`src/core/psta_pkg.sv`:
```
/*
 Package for the program space table access block: widths, field positions,
 operation codes and reset values.
 Assumes a 16-bit data path, 24-bit program words and an 8-bit table page.
*/
package psta_pkg;

   localparam int DATA_W = 16;
   localparam int PWORD_W = 24;
   localparam int PAGE_W = 8;
   localparam int EA_W = 16;
   localparam int PADDR_W = PAGE_W + EA_W;

   // Table page bit that picks configuration space
   localparam int PAGE_CFG_BIT = 7;
   localparam logic [PAGE_W-1:0] PAGE_RESET = 8'h00;

   // Program counter step per program word
   localparam logic [PADDR_W-1:0] PC_STEP = 24'h000002;
   localparam logic [PADDR_W-1:0] PC_RESET = 24'h000000;

   localparam int LOW_HI = 15;
   localparam int LOW_LO = 0;
   localparam int HIGH_HI = 23;
   localparam int HIGH_LO = 16;
   localparam logic [7:0] PHANTOM_BYTE = 8'h00;

   typedef enum logic [1:0]
   {
      PSTA_OP_READ_LOW = 2'b00,
      PSTA_OP_READ_HIGH = 2'b01,
      PSTA_OP_WRITE_LOW = 2'b10,
      PSTA_OP_WRITE_HIGH = 2'b11
   } psta_op_e;

   typedef enum logic [1:0]
   {
      PSTA_ST_IDLE = 2'b00,
      PSTA_ST_READ = 2'b01,
      PSTA_ST_DONE = 2'b10,
      PSTA_ST_FETCH = 2'b11
   } psta_state_e;

endpackage

```
`src/core/psta_table_access.sv`:
```
/*
 Table access block: moves bytes or words between 24-bit program memory and
 the data space for the four table operations, and steps the program counter.
 Assumes a synchronous program memory array with one-cycle read latency and
 per-lane write enables, and a core that holds a request until o_done.
*/
`timescale 1ns/1ps

// Notes on behaviour
// - The program counter advances by two for each program word so program and data addresses line up.
// - Program memory is seen as a low 16-bit word space and an upper byte space at the same addresses.
// - Low table reads and writes reach the lower program word directly, with no data space window.
// - Only the high operations touch program bits 23 to 16.
// - A low word read returns program bits 15 to 0 as data bits 15 to 0.
// - A low byte read returns the upper lower-word byte when byte select is one, else the lower byte.
// - A high word read returns program bits 23 to 16 in the low data byte with the upper byte zero.
// - A high byte read returns bits 23 to 16 for byte select zero and zero for byte select one.
// - High and low writes store single bytes or whole words just as reads fetch them.
// - Every table operation takes its program memory region from the table page register.
// - Table page bit 7 clear selects user space, set selects configuration space.
module psta_table_access
#(
   parameter int DATA_W = psta_pkg::DATA_W,
   parameter int PWORD_W = psta_pkg::PWORD_W
)
(
   input wire logic i_clk,
   input wire logic i_reset_n,
   // Program counter stepping
   input wire logic i_pc_advance,
   input wire logic i_pc_load,
   input wire logic [psta_pkg::PADDR_W-1:0] i_pc_load_value,
   output logic [psta_pkg::PADDR_W-1:0] o_pc,
   // Table page register writes
   input wire logic i_page_write,
   input wire logic [psta_pkg::PAGE_W-1:0] i_page_data,
   output logic [psta_pkg::PAGE_W-1:0] o_table_page_reg,
   // Table operation request from the execute stage
   input wire logic i_req,
   input wire logic [1:0] i_op,
   input wire logic i_byte_mode,
   input wire logic [psta_pkg::EA_W-1:0] i_eff_addr,
   input wire logic [DATA_W-1:0] i_wdata,
   output logic o_busy,
   output logic o_done,
   output logic [DATA_W-1:0] o_rdata,
   // Program memory array
   output logic [psta_pkg::PADDR_W-1:0] o_pm_addr,
   output logic o_pm_cfg_space,
   output logic o_pm_read,
   output logic o_pm_write,
   output logic [2:0] o_pm_lane_we,
   output logic [PWORD_W-1:0] o_pm_wdata,
   input wire logic [PWORD_W-1:0] i_pm_rdata
);

   // ************************************************************
   // Decoding
   // ************************************************************
   // Lane enables for a write: bit 0 = P<7:0>, bit 1 = P<15:8>, bit 2 = P<23:16>
   function automatic logic [2:0] psta_lanes(input logic high, input logic byte_mode, input logic bsel);
      logic [2:0] lanes;
      lanes = 3'h0;
      // The phantom upper byte has nowhere to land: no lane, yet done still pulses
      if (high)
         lanes = (byte_mode && bsel) ? 3'h0 : 3'h4;
      else if (!byte_mode)
         lanes = 3'h3;
      else
         lanes = bsel ? 3'h2 : 3'h1;
      return lanes;
   endfunction

   psta_pkg::psta_state_e state_reg;
   psta_pkg::psta_state_e state_next;
   logic [psta_pkg::PAGE_W-1:0] page_reg;
   logic [psta_pkg::PADDR_W-1:0] pc_reg;
   logic [psta_pkg::PADDR_W-1:0] pc_next;
   logic [DATA_W-1:0] rdata_reg;
   logic [DATA_W-1:0] rdata_next;
   logic [psta_pkg::PADDR_W-1:0] addr_reg;
   logic cfg_reg;
   logic [2:0] lane_reg;
   logic [PWORD_W-1:0] wdata_reg;
   logic high_reg;
   logic byte_reg;
   logic bsel_reg;
   logic read_reg;
   logic write_reg;

   wire logic req_high = i_op[0];
   wire logic req_write = i_op[1];
   wire logic req_bsel = i_eff_addr[0];
   // Only idle takes a request; one raised while busy waits to be seen
   wire logic take = i_req && (state_reg == psta_pkg::PSTA_ST_IDLE);
   wire logic [psta_pkg::PADDR_W-1:0] req_addr = {page_reg, i_eff_addr};
   wire logic req_cfg = page_reg[psta_pkg::PAGE_CFG_BIT];
   wire logic [2:0] req_lanes = psta_lanes(req_high, i_byte_mode, req_bsel);
   // Write data lands on the lanes its read would come from
   wire logic [PWORD_W-1:0] req_wdata = req_high
      ? {i_wdata[7:0], 16'h0000}
      : (i_byte_mode ? {8'h00, i_wdata[7:0], i_wdata[7:0]} : {8'h00, i_wdata[15:0]});

   // ************************************************************
   // Read data steering
   // ************************************************************
   // Steering uses the captured request fields, since the core may already show the next one
   wire logic [15:0] low_word = i_pm_rdata[psta_pkg::LOW_HI:psta_pkg::LOW_LO];
   wire logic [7:0] high_byte = i_pm_rdata[psta_pkg::HIGH_HI:psta_pkg::HIGH_LO];
   wire logic [7:0] low_sel_byte = bsel_reg ? low_word[15:8] : low_word[7:0];
   // The upper program byte has no partner, so selecting its upper half reads zero
   wire logic [7:0] high_sel_byte = bsel_reg ? psta_pkg::PHANTOM_BYTE : high_byte;
   wire logic [15:0] steered = high_reg
      ? {psta_pkg::PHANTOM_BYTE, (byte_reg ? high_sel_byte : high_byte)}
      : (byte_reg ? {8'h00, low_sel_byte} : low_word);

   assign rdata_next = (state_reg == psta_pkg::PSTA_ST_READ) ? steered : rdata_reg;

   // ************************************************************
   // Sequencer
   // ************************************************************
   always_comb
   begin
      state_next = state_reg;
      case (state_reg)
         psta_pkg::PSTA_ST_IDLE:
            if (i_req)
               state_next = req_write ? psta_pkg::PSTA_ST_DONE : psta_pkg::PSTA_ST_FETCH;
         // The array answers one cycle after its read strobe, so a read waits here first
         psta_pkg::PSTA_ST_FETCH:
            state_next = psta_pkg::PSTA_ST_READ;
         psta_pkg::PSTA_ST_READ:
            state_next = psta_pkg::PSTA_ST_DONE;
         psta_pkg::PSTA_ST_DONE:
            state_next = psta_pkg::PSTA_ST_IDLE;
         default:
            state_next = psta_pkg::PSTA_ST_IDLE;
      endcase
   end

   // ************************************************************
   // Program counter
   // ************************************************************
   // Load wins over advance so a branch target is never skipped
   assign pc_next = i_pc_load ? i_pc_load_value
      : (i_pc_advance ? pc_reg + psta_pkg::PC_STEP : pc_reg);

   // ************************************************************
   // State and page registers
   // ************************************************************
   // The program counter keeps stepping while a table access is in flight
   always_ff @(posedge i_clk or negedge i_reset_n)
   begin
      if (!i_reset_n)
      begin
         state_reg <= psta_pkg::PSTA_ST_IDLE;
         page_reg <= psta_pkg::PAGE_RESET;
         pc_reg <= psta_pkg::PC_RESET;
         rdata_reg <= '0;
      end
      else
      begin
         state_reg <= state_next;
         // A page write during a request counts for the next one only
         if (i_page_write)
            page_reg <= i_page_data;
         pc_reg <= pc_next;
         rdata_reg <= rdata_next;
      end
   end

   // ************************************************************
   // Request capture
   // ************************************************************
   // Strobes last one cycle; address, space and data stand until the next take
   always_ff @(posedge i_clk or negedge i_reset_n)
   begin
      if (!i_reset_n)
      begin
         addr_reg <= '0;
         cfg_reg <= 1'b0;
         lane_reg <= 3'h0;
         wdata_reg <= '0;
         high_reg <= 1'b0;
         byte_reg <= 1'b0;
         bsel_reg <= 1'b0;
         read_reg <= 1'b0;
         write_reg <= 1'b0;
      end
      else
      begin
         read_reg <= take && !req_write;
         write_reg <= take && req_write;
         if (take)
         begin
            addr_reg <= req_addr;
            cfg_reg <= req_cfg;
            lane_reg <= req_write ? req_lanes : 3'h0;
            wdata_reg <= req_wdata;
            high_reg <= req_high;
            byte_reg <= i_byte_mode;
            bsel_reg <= req_bsel;
         end
      end
   end

   // ************************************************************
   // Outputs
   // ************************************************************
   assign o_pc = pc_reg;
   assign o_table_page_reg = page_reg;
   assign o_busy = state_reg != psta_pkg::PSTA_ST_IDLE;
   assign o_done = state_reg == psta_pkg::PSTA_ST_DONE;
   assign o_rdata = rdata_reg;
   assign o_pm_addr = addr_reg;
   assign o_pm_cfg_space = cfg_reg;
   assign o_pm_read = read_reg;
   assign o_pm_write = write_reg;
   assign o_pm_lane_we = write_reg ? lane_reg : 3'h0;
   assign o_pm_wdata = wdata_reg;

endmodule

```
`config.mk`:
```
export PLATFORM = sky130hd
export DESIGN_NAME = psta_table_access
export DESIGN_NICKNAME = d
export VERILOG_FILES = /design/src/core/psta_pkg.sv /design/src/core/psta_table_access.sv
export SDC_FILE = /design/constraint.sdc
export NUM_CORES = 1
export LEC_CHECK = 0
export BUFFER_PORTS_ARGS = -buffer_cell sky130_fd_sc_hd__buf_2
export CORE_MARGIN = 5
export CORE_UTILIZATION = 52
export DETAILED_ROUTE_END_ITERATION = 6
export PLACE_DENSITY = 0.86
export SYNTH_ARGS = -nofsm -noshare
export SYNTH_HDL_FRONTEND = slang
export SYNTH_SLANG_ARGS = --single-unit
```
`constraint.sdc`:
```
create_clock -name i_clk -period 3.4 [get_ports i_clk]
set_input_delay 0.68 -clock i_clk [delete_from_list [all_inputs] [get_ports i_clk]]
set_output_delay 0.68 -clock i_clk [all_outputs]
set_load 0.05 [all_outputs]
```
Word level (Yosys, flattened, before mapping)
Cells that the tools add are included.
{"block": "op_classes", "div_mod_pow": 0, "bitwise_logic": 0, "add_sub_neg": 1, "n_reduce_logical": 8, "mul": 0, "mux": 18, "order_cmp": 0, "eq_ne": 4, "n_shift": 0}
{"op": "2-to-1 mux 24 bit", "count": 3}
{"op": "2-to-1 mux 16 bit", "count": 3}
{"op": "adder 24 x 2 -> 24 bit (second input constant)", "count": 1}
{"op": "2-to-1 mux 8 bit", "count": 3}
{"op": "2-to-1 mux 3 bit", "count": 4}
{"op": "case mux 2 bit (4 select lines)", "count": 1}
{"op": "2-to-1 mux 2 bit", "count": 3}
{"op": "equality test 2 bit (second input constant)", "count": 2}
{"op": "logical AND 1 bit", "count": 4}
{"op": "nonzero test 2 bit", "count": 2}
{"op": "equality test 2 x 1 -> 1 bit (second input constant)", "count": 1}
{"op": "logical NOT 2 bit", "count": 1}
{"op": "inequality test 2 bit (second input constant)", "count": 1}
{"op": "logical NOT 1 bit", "count": 1}
{"op": "2-to-1 mux 1 bit", "count": 1}
{"block": "totals", "n_memories": 0, "reg_bits": 107, "wordCells": 44, "inputBits": 97, "latch_bits": 0, "ramBits": 0, "rom_bits": 0}

Longest topological paths before layout
Gate-level depths: netlist (run 1).
{"block": "logic_depth", "ltp_word": 4, "depth_mapped": 5, "mapped_depth_nobuf": 5}

Worst setup path after synthesis (run 1)
No wires, ideal clock.
{"block": "synth_timing", "kind": "register to register", "startpoint": "register pc_reg (netlist bit o_pc[1])", "endpoint": "register pc_reg (netlist bit o_pc[19])", "stages_incl_launch_ff": 6, "path_slack_ps": 1463, "required_time_ps": 3318, "t_arrival_ps": 1856, "setup_ps": 82, "path_cell_list": "dfrtp_1 > ha_1 > and4_2 > nand4_2 > or3_1 > a31oi_1"}
{"block": "synth_between", "elab_chain_len": 3}
{"element": "start, declared", "line_no": "psta_table_access.sv:77", "text": "logic [psta_pkg::PADDR_W-1:0] pc_reg;"}
{"element": "start signal, assigned", "line_no": "psta_table_access.sv:158", "text": "pc_reg <= psta_pkg::PC_RESET;"}
{"element": "start signal, assigned", "line_no": "psta_table_access.sv:167", "text": "pc_reg <= pc_next;"}
{"element": "adder 24 x 2 -> 24 bit", "line_no": "psta_table_access.sv:146", "text": ": (i_pc_advance ? pc_reg + psta_pkg::PC_STEP : pc_reg);"}
{"element": "2-to-1 mux 24 bit", "line_no": "psta_table_access.sv:146"}
{"element": "2-to-1 mux 24 bit", "line_no": "psta_table_access.sv:145", "text": "assign pc_next = i_pc_load ? i_pc_load_value"}
No other way between the ends. The select of a mux whose other input is x is not followed.
A chain may end at the register's enable or synchronous reset.

Worst setup path in the final report (run 1)
{"block": "layout_timing", "startpoint": "register state_reg[1]", "endpoint": "register wdata_reg[12], in the netlist o_pm_wdata[12]"}
{"block": "layout_between", "elab_chain_len": 2}
{"element": "start, declared", "line_no": "psta_table_access.sv:74", "text": "psta_pkg::psta_state_e state_reg;"}
{"element": "start signal, assigned", "line_no": "psta_table_access.sv:156", "text": "state_reg <= psta_pkg::PSTA_ST_IDLE;"}
{"element": "start signal, assigned", "line_no": "psta_table_access.sv:163", "text": "state_reg <= state_next;"}
{"element": "logical NOT 2 bit", "line_no": "psta_table_access.sv:95", "text": "wire logic take = i_req && (state_reg == psta_pkg::PSTA_ST_IDLE);"}
{"element": "logical AND 1 bit", "line_no": "psta_table_access.sv:95"}
{"element": "end signal, assigned", "line_no": "psta_table_access.sv:199", "text": "wdata_reg <= req_wdata;"}
{"element": "end, declared", "line_no": "psta_table_access.sv:84", "text": "logic [PWORD_W-1:0] wdata_reg;"}
No other way between the ends.

==> results.cfg, run 1 <==
[outcome]
status = finished clean

[power_and_ir_drop]
p_leak_nw = 2.99
powerDensity_nw_per_um2 = 779
vdd_drop_max_mv = 0.386
p_total_w = 0.00465

[route]
drc_errors = 0
drt_first_pass_iters = 5
initialDrtViolationCount = 148
post_drt_wl_per_cell_um = 17.0
routed_via_density = 5.48
num_vias = 3982
ant_nets = 0
routed_wl_um = 12300

[sta]
finClkSkew_ns = 0.0166
tns_ns = 0
tightest_slew_ns = 1.15
max_freq_mhz = 474
slew_violations = 0
rsz0062_at_grt = false
period_share = 0.621
slew_headroom = 0.231
hold_ws_ns = 0.405
finalSetupViolCount = 0
finalHoldViolations = 0
period_minus_slack_ns = 2.11

[clock_network]
ctsResizeCount = 0
hold_buffers = 0
h-tree-depth = 3
insertion_delay_ns = 0.36
clock_path_buffers = 2
clk_pin_slew_worst_paths_ns = 0.10
cts.sinks = 105
cts_tree = yes
cts_root_buffer = clkbuf_8
post_cts_buffers = 0
numCtsBuffers = 9

[layout]
nFillCells = 681
diodes = 0
area_growth_pct = 26.2
fin_nets = 712
seq_area_sq_um = 2630
fin_util = 0.678
drive_above_1_share = 0.396
mostFrequentLayoutCell = buf_2
layout_common_cells = buf_2, dfrtp_1, nand2_1
multi_input_area_sq_um = 1950

[global_routing]
grt_pass1_vias = 3975
antenna_found_initial = 0
track_usage = 0.215
grt_start_max_net_pins = 66
grt_pass1_wl_um = 19700
overflow = 0

[yosys]
ys_seq_area_frac = 0.555
synth.distinct_cells = 44
synth_area_sq_um = 4730
synth_cells = 427
avgSynthCellArea_sq_um = 11.1
synth_edf_count = 0
ys_ff_latch = 105
ys_async_sr_fraction = 1.00
syn_nets = 525
yosysWarnings = 0
synth_top_flop_cell = dfrtp_1

[setup_path]
path_max_fanout = 58
worst-path-buf-inv = 1
crit_slowest_cell = nand2_2
path_depth = 4
cp-end-kind = flop
crit_type = reg -> reg
cp_data_arrival_time_ns = 2.37
max_stage_delay_ns = 0.67
cp.required_ns = 3.66
r2r_cells = 4
cp-start-kind = flop
cpLargestDelayFamily = simple AND/OR/NAND/NOR gates
cp_cell_sequence = nor2_1 -> nand2_2 -> buf_4 -> o31ai_1
r2r_slack_ns = 1.29

[hold_path]
min_path_type = in -> async

[die]
rows = 34
die_area_sq_um = 11100
die_x_um = 105
die_h_um = 105
ios = 201
fp.coreArea_sq_um = 8810
initial_core_util = 0.537

[job]
drv_cap = 0

[place]
globalplace.congestion = 0.866
dpl.hpwl_um = 9220
port_buffers = 200
[kinds of logic after synthesis]
logic type | count (synthesis) | share of synthesized area
flops | 105 | 0.555
buf+inv | 34 | 0.0336
fa+ha+maj | 1 | 0.00264
compound gates | 75 | 0.0971
xor+xnor | 13 | 0.0241
simple gates | 139 | 0.149
mux | 60 | 0.138
[worst reg2reg max path: stages, from the launching register on]
cell     delay, ns
dfrtp_1       0.43
nor2_1        0.20
nand2_2       0.67
buf_4         0.47
o31ai_1       0.25
[area by class of cell]
type / instances / area share
clock buffers: 10 / 0.0231
flip-flops and latches: 105 / 0.440
multi-input cells: 288 / 0.326
well taps: 108 / 0.0226
inverters: 6 / 0.00377
clock inverters: 5 / 0.0109
repair buffers: 204 / 0.173
[layer usage]
metal	vias to the layer above	track usage	wire (um)
met5	-	0	0
met1	1923	0.274	5200
met4	0	0.0403	83
li1	1880	-	-
met3	8	0.0495	897
met2	171	0.380	6160
[power by group]
| part | leakage (nW) | internal [W] | switching [W] |
|---|---|---|---|
| combinational | 1.60 | 0.000514 | 0.00156 |
| clock | 0.0965 | 0.000364 | 0.000440 |
| sequential | 1.29 | 0.00156 | 0.000210 |
[worst paths after layout]
check / startpoint / to
worst min-delay path: i_reset_n / o_pm_addr[9]
max in group asynchronous: i_reset_n / o_pc[4]
worst min register to register: lane_reg[2] / lane_reg[2]
worst max register to register: state_reg[1] / o_pm_wdata[12]
min in group i_clk: lane_reg[2] / lane_reg[2]
worst max-delay path: state_reg[1] / o_pm_wdata[12]
[cells in the mapped netlist (7+ instances only)]
cell	n	area (sq um)
o21ai_1	17	85.1
o21ai_0	26	130
a22o_1	8	70.1
nand3_1	16	80.1
mux2_2	19	214
clkbuf_1	17	63.8
dfrtp_1	105	2630
buf_2	7	35.0
nand2b_1	9	56.3
nand2_1	60	225
o31ai_1	11	82.6
nand4_1	9	56.3
nor2_1	13	48.8
xor2_1	9	78.8
a31oi_1	8	50.1
mux2_1	24	270
mux2i_1	17	170
[metrics by stage]
stage	setup slack (ns)	instance area (sq um)	cells
after floorplan	1.46	4730	427
after detailed placement	1.17	5770	711
final	1.29	5970	726
after global placement	1.24	5770	711
after global routing	1.08	5970	726
after CTS	1.29	5970	726
Note: power is estimated with default switching activity, not from simulation.
==> inputs of run 2 (changes only) <==
--- a/config.mk
+++ b/config.mk
@@ -7,9 +7,9 @@
 export LEC_CHECK = 0
 export BUFFER_PORTS_ARGS = -buffer_cell sky130_fd_sc_hd__buf_2
 export CORE_MARGIN = 5
-export CORE_UTILIZATION = 52
+export CORE_UTILIZATION = 48
 export DETAILED_ROUTE_END_ITERATION = 6
-export PLACE_DENSITY = 0.86
+export PLACE_DENSITY = 0.8
 export SYNTH_ARGS = -nofsm -noshare
 export SYNTH_HDL_FRONTEND = slang
 export SYNTH_SLANG_ARGS = --single-unit
==> constraint.sdc (replaced) <==
create_clock -name i_clk -period 2.2 [get_ports i_clk]
set_input_delay 0.44 -clock i_clk [delete_from_list [all_inputs] [get_ports i_clk]]
set_output_delay 0.44 -clock i_clk [all_outputs]
set_load 0.05 [all_outputs]
==> results.cfg, run 2 (same netlist as run 1, synthesis figures left out) <==
[sta]
finalHoldViolations = 0
tns_ns = 0
slew_headroom = 0.541
slew_violations = 0
finClkSkew_ns = 0.0108
period_minus_slack_ns = 1.74
setup_ws_ns = 0.461
period_share = 0.791
tightest_slew_ns = 0.687
max_freq_mhz = 575
rsz0062_at_grt = false
finalSetupViolCount = 0

[clock_network]
clock_path_buffers = 2
cts_tree = yes
post_cts_buffers = 0
clk_pin_slew_worst_paths_ns = 0.09
h-tree-depth = 3
ctsResizeCount = 0
hold_buffers = 0
numCtsBuffers = 9
cts_root_buffer = clkbuf_8
insertion_delay_ns = 0.37
cts.sinks = 105

[route]
ant_nets = 0
post_drt_wl_per_cell_um = 15.3
num_vias = 3806
routed_wl_um = 11500
drc_errors = 0
initialDrtViolationCount = 164
drt_first_pass_iters = 4
routed_via_density = 5.05

[die]
rows = 36
die_area_sq_um = 11900
initial_core_util = 0.489
fp.coreArea_sq_um = 9680
ios = 201
die_x_um = 109
die_h_um = 109

[layout]
fin_util = 0.621
fin_nets = 714
layout_common_cells = buf_2, dfrtp_1, nand2_1
mostFrequentLayoutCell = buf_2
drive_above_1_share = 0.395
diodes = 0
area_growth_pct = 27.1
fin_cells = 753

[setup_path]
crit_type = reg -> reg
cp-start-kind = flop
rr_startpoint = o_pc[1]
max_stage_delay_ns = 0.42
cp_cell_sequence = ha_1 -> and4_2 -> nand4_2 -> or3_1 -> a31oi_1
r2r_cells = 5
cp.required_ns = 2.50
cp-end-kind = flop
path_max_fanout = 7
crit_slowest_cell = dfrtp_1
cp_data_arrival_time_ns = 2.04
r2r_slack_ns = 0.46
reg2reg_to = o_pc[19]

[global_routing]
overflow = 0
grt_pass1_wl_um = 18200
antenna_found_initial = 0
grt_start_max_net_pins = 83
grt_pass1_vias = 3731
track_usage = 0.196

[power_and_ir_drop]
p_leak_nw = 3.01
vdd_drop_max_mv = 0.574
p_total_w = 0.00703
powerDensity_nw_per_um2 = 1170

[place]
numPlacedInstances = 738
pre_cts_ws_ns = 0.447
port_buffers = 200
globalplace.congestion = 0.857
dpl.hpwl_um = 8830

[hold_path]
min_path_type = in -> async

[outcome]
status = finished clean

[job]
drv_cap = 0
[run 2: cell type report]
class / instances / area [sq um]
fillers: 807 / 3670
flip-flops and latches: 105 / 2630
multi-input cells: 288 / 1950
repair buffers: 206 / 1070
well taps: 133 / 166
clock buffers: 11 / 131
clock inverters: 4 / 45.0
inverters: 6 / 22.5
[run 2: per-layer routing]
metal | share of wire | global-route usage | wire length [um] | vias up
li1 | - | - | - | 1882
met1 | 0.40 | 0.238 | 4630 | 1793
met2 | 0.50 | 0.322 | 5720 | 116
met3 | 0.083 | 0.0776 | 952 | 15
met4 | 0.016 | 0.0632 | 186 | 0
met5 | 0 | 0 | 0 | -
[run 2: worst max path at each step]
stage               depth (start not counted)        to         start
CTS                                         5  o_pc[19]       o_pc[1]
finish                                      5  o_pc[19]       o_pc[1]
global placement                            5  o_pc[19]  i_pc_advance
floorplan                                   5  o_pc[19]       o_pc[1]
detailed placement                          5  o_pc[20]  i_pc_advance
global route                                5  o_pc[19]       o_pc[1]
[run 2: critical path, delay by kind of cell, from the launching register on]
family / cells / cell delay, ns
compound gates: 1 / 0.16
flops: 1 / 0.42
simple gates: 3 / 0.84
fa+ha+maj: 1 / 0.25
[run 2: stage by stage]
| step | area (sq um) | hold WS, ns |
|---|---|---|
| final | 6010 | 0.0279 |
| after global routing | 6010 | 0.0469 |
| after CTS | 6010 | 0.0375 |
| after detailed placement | 5840 | 0.457 |
| after global placement | 5840 | 0.445 |
| after floorplan | 4730 | 0.144 |
[run 2: where the power goes]
| part | switching, W | internal, W | total [W] | leakage, nW |
|---|---|---|---|---|
| Clock | 0.000614 | 0.000516 | 0.00113 | 0.0929 |
| Combinational | 0.00237 | 0.000803 | 0.00318 | 1.62 |
| Sequential | 0.000313 | 0.00241 | 0.00272 | 1.29 |
| Total | 0.00330 | 0.00373 | 0.00703 | 3.01 |
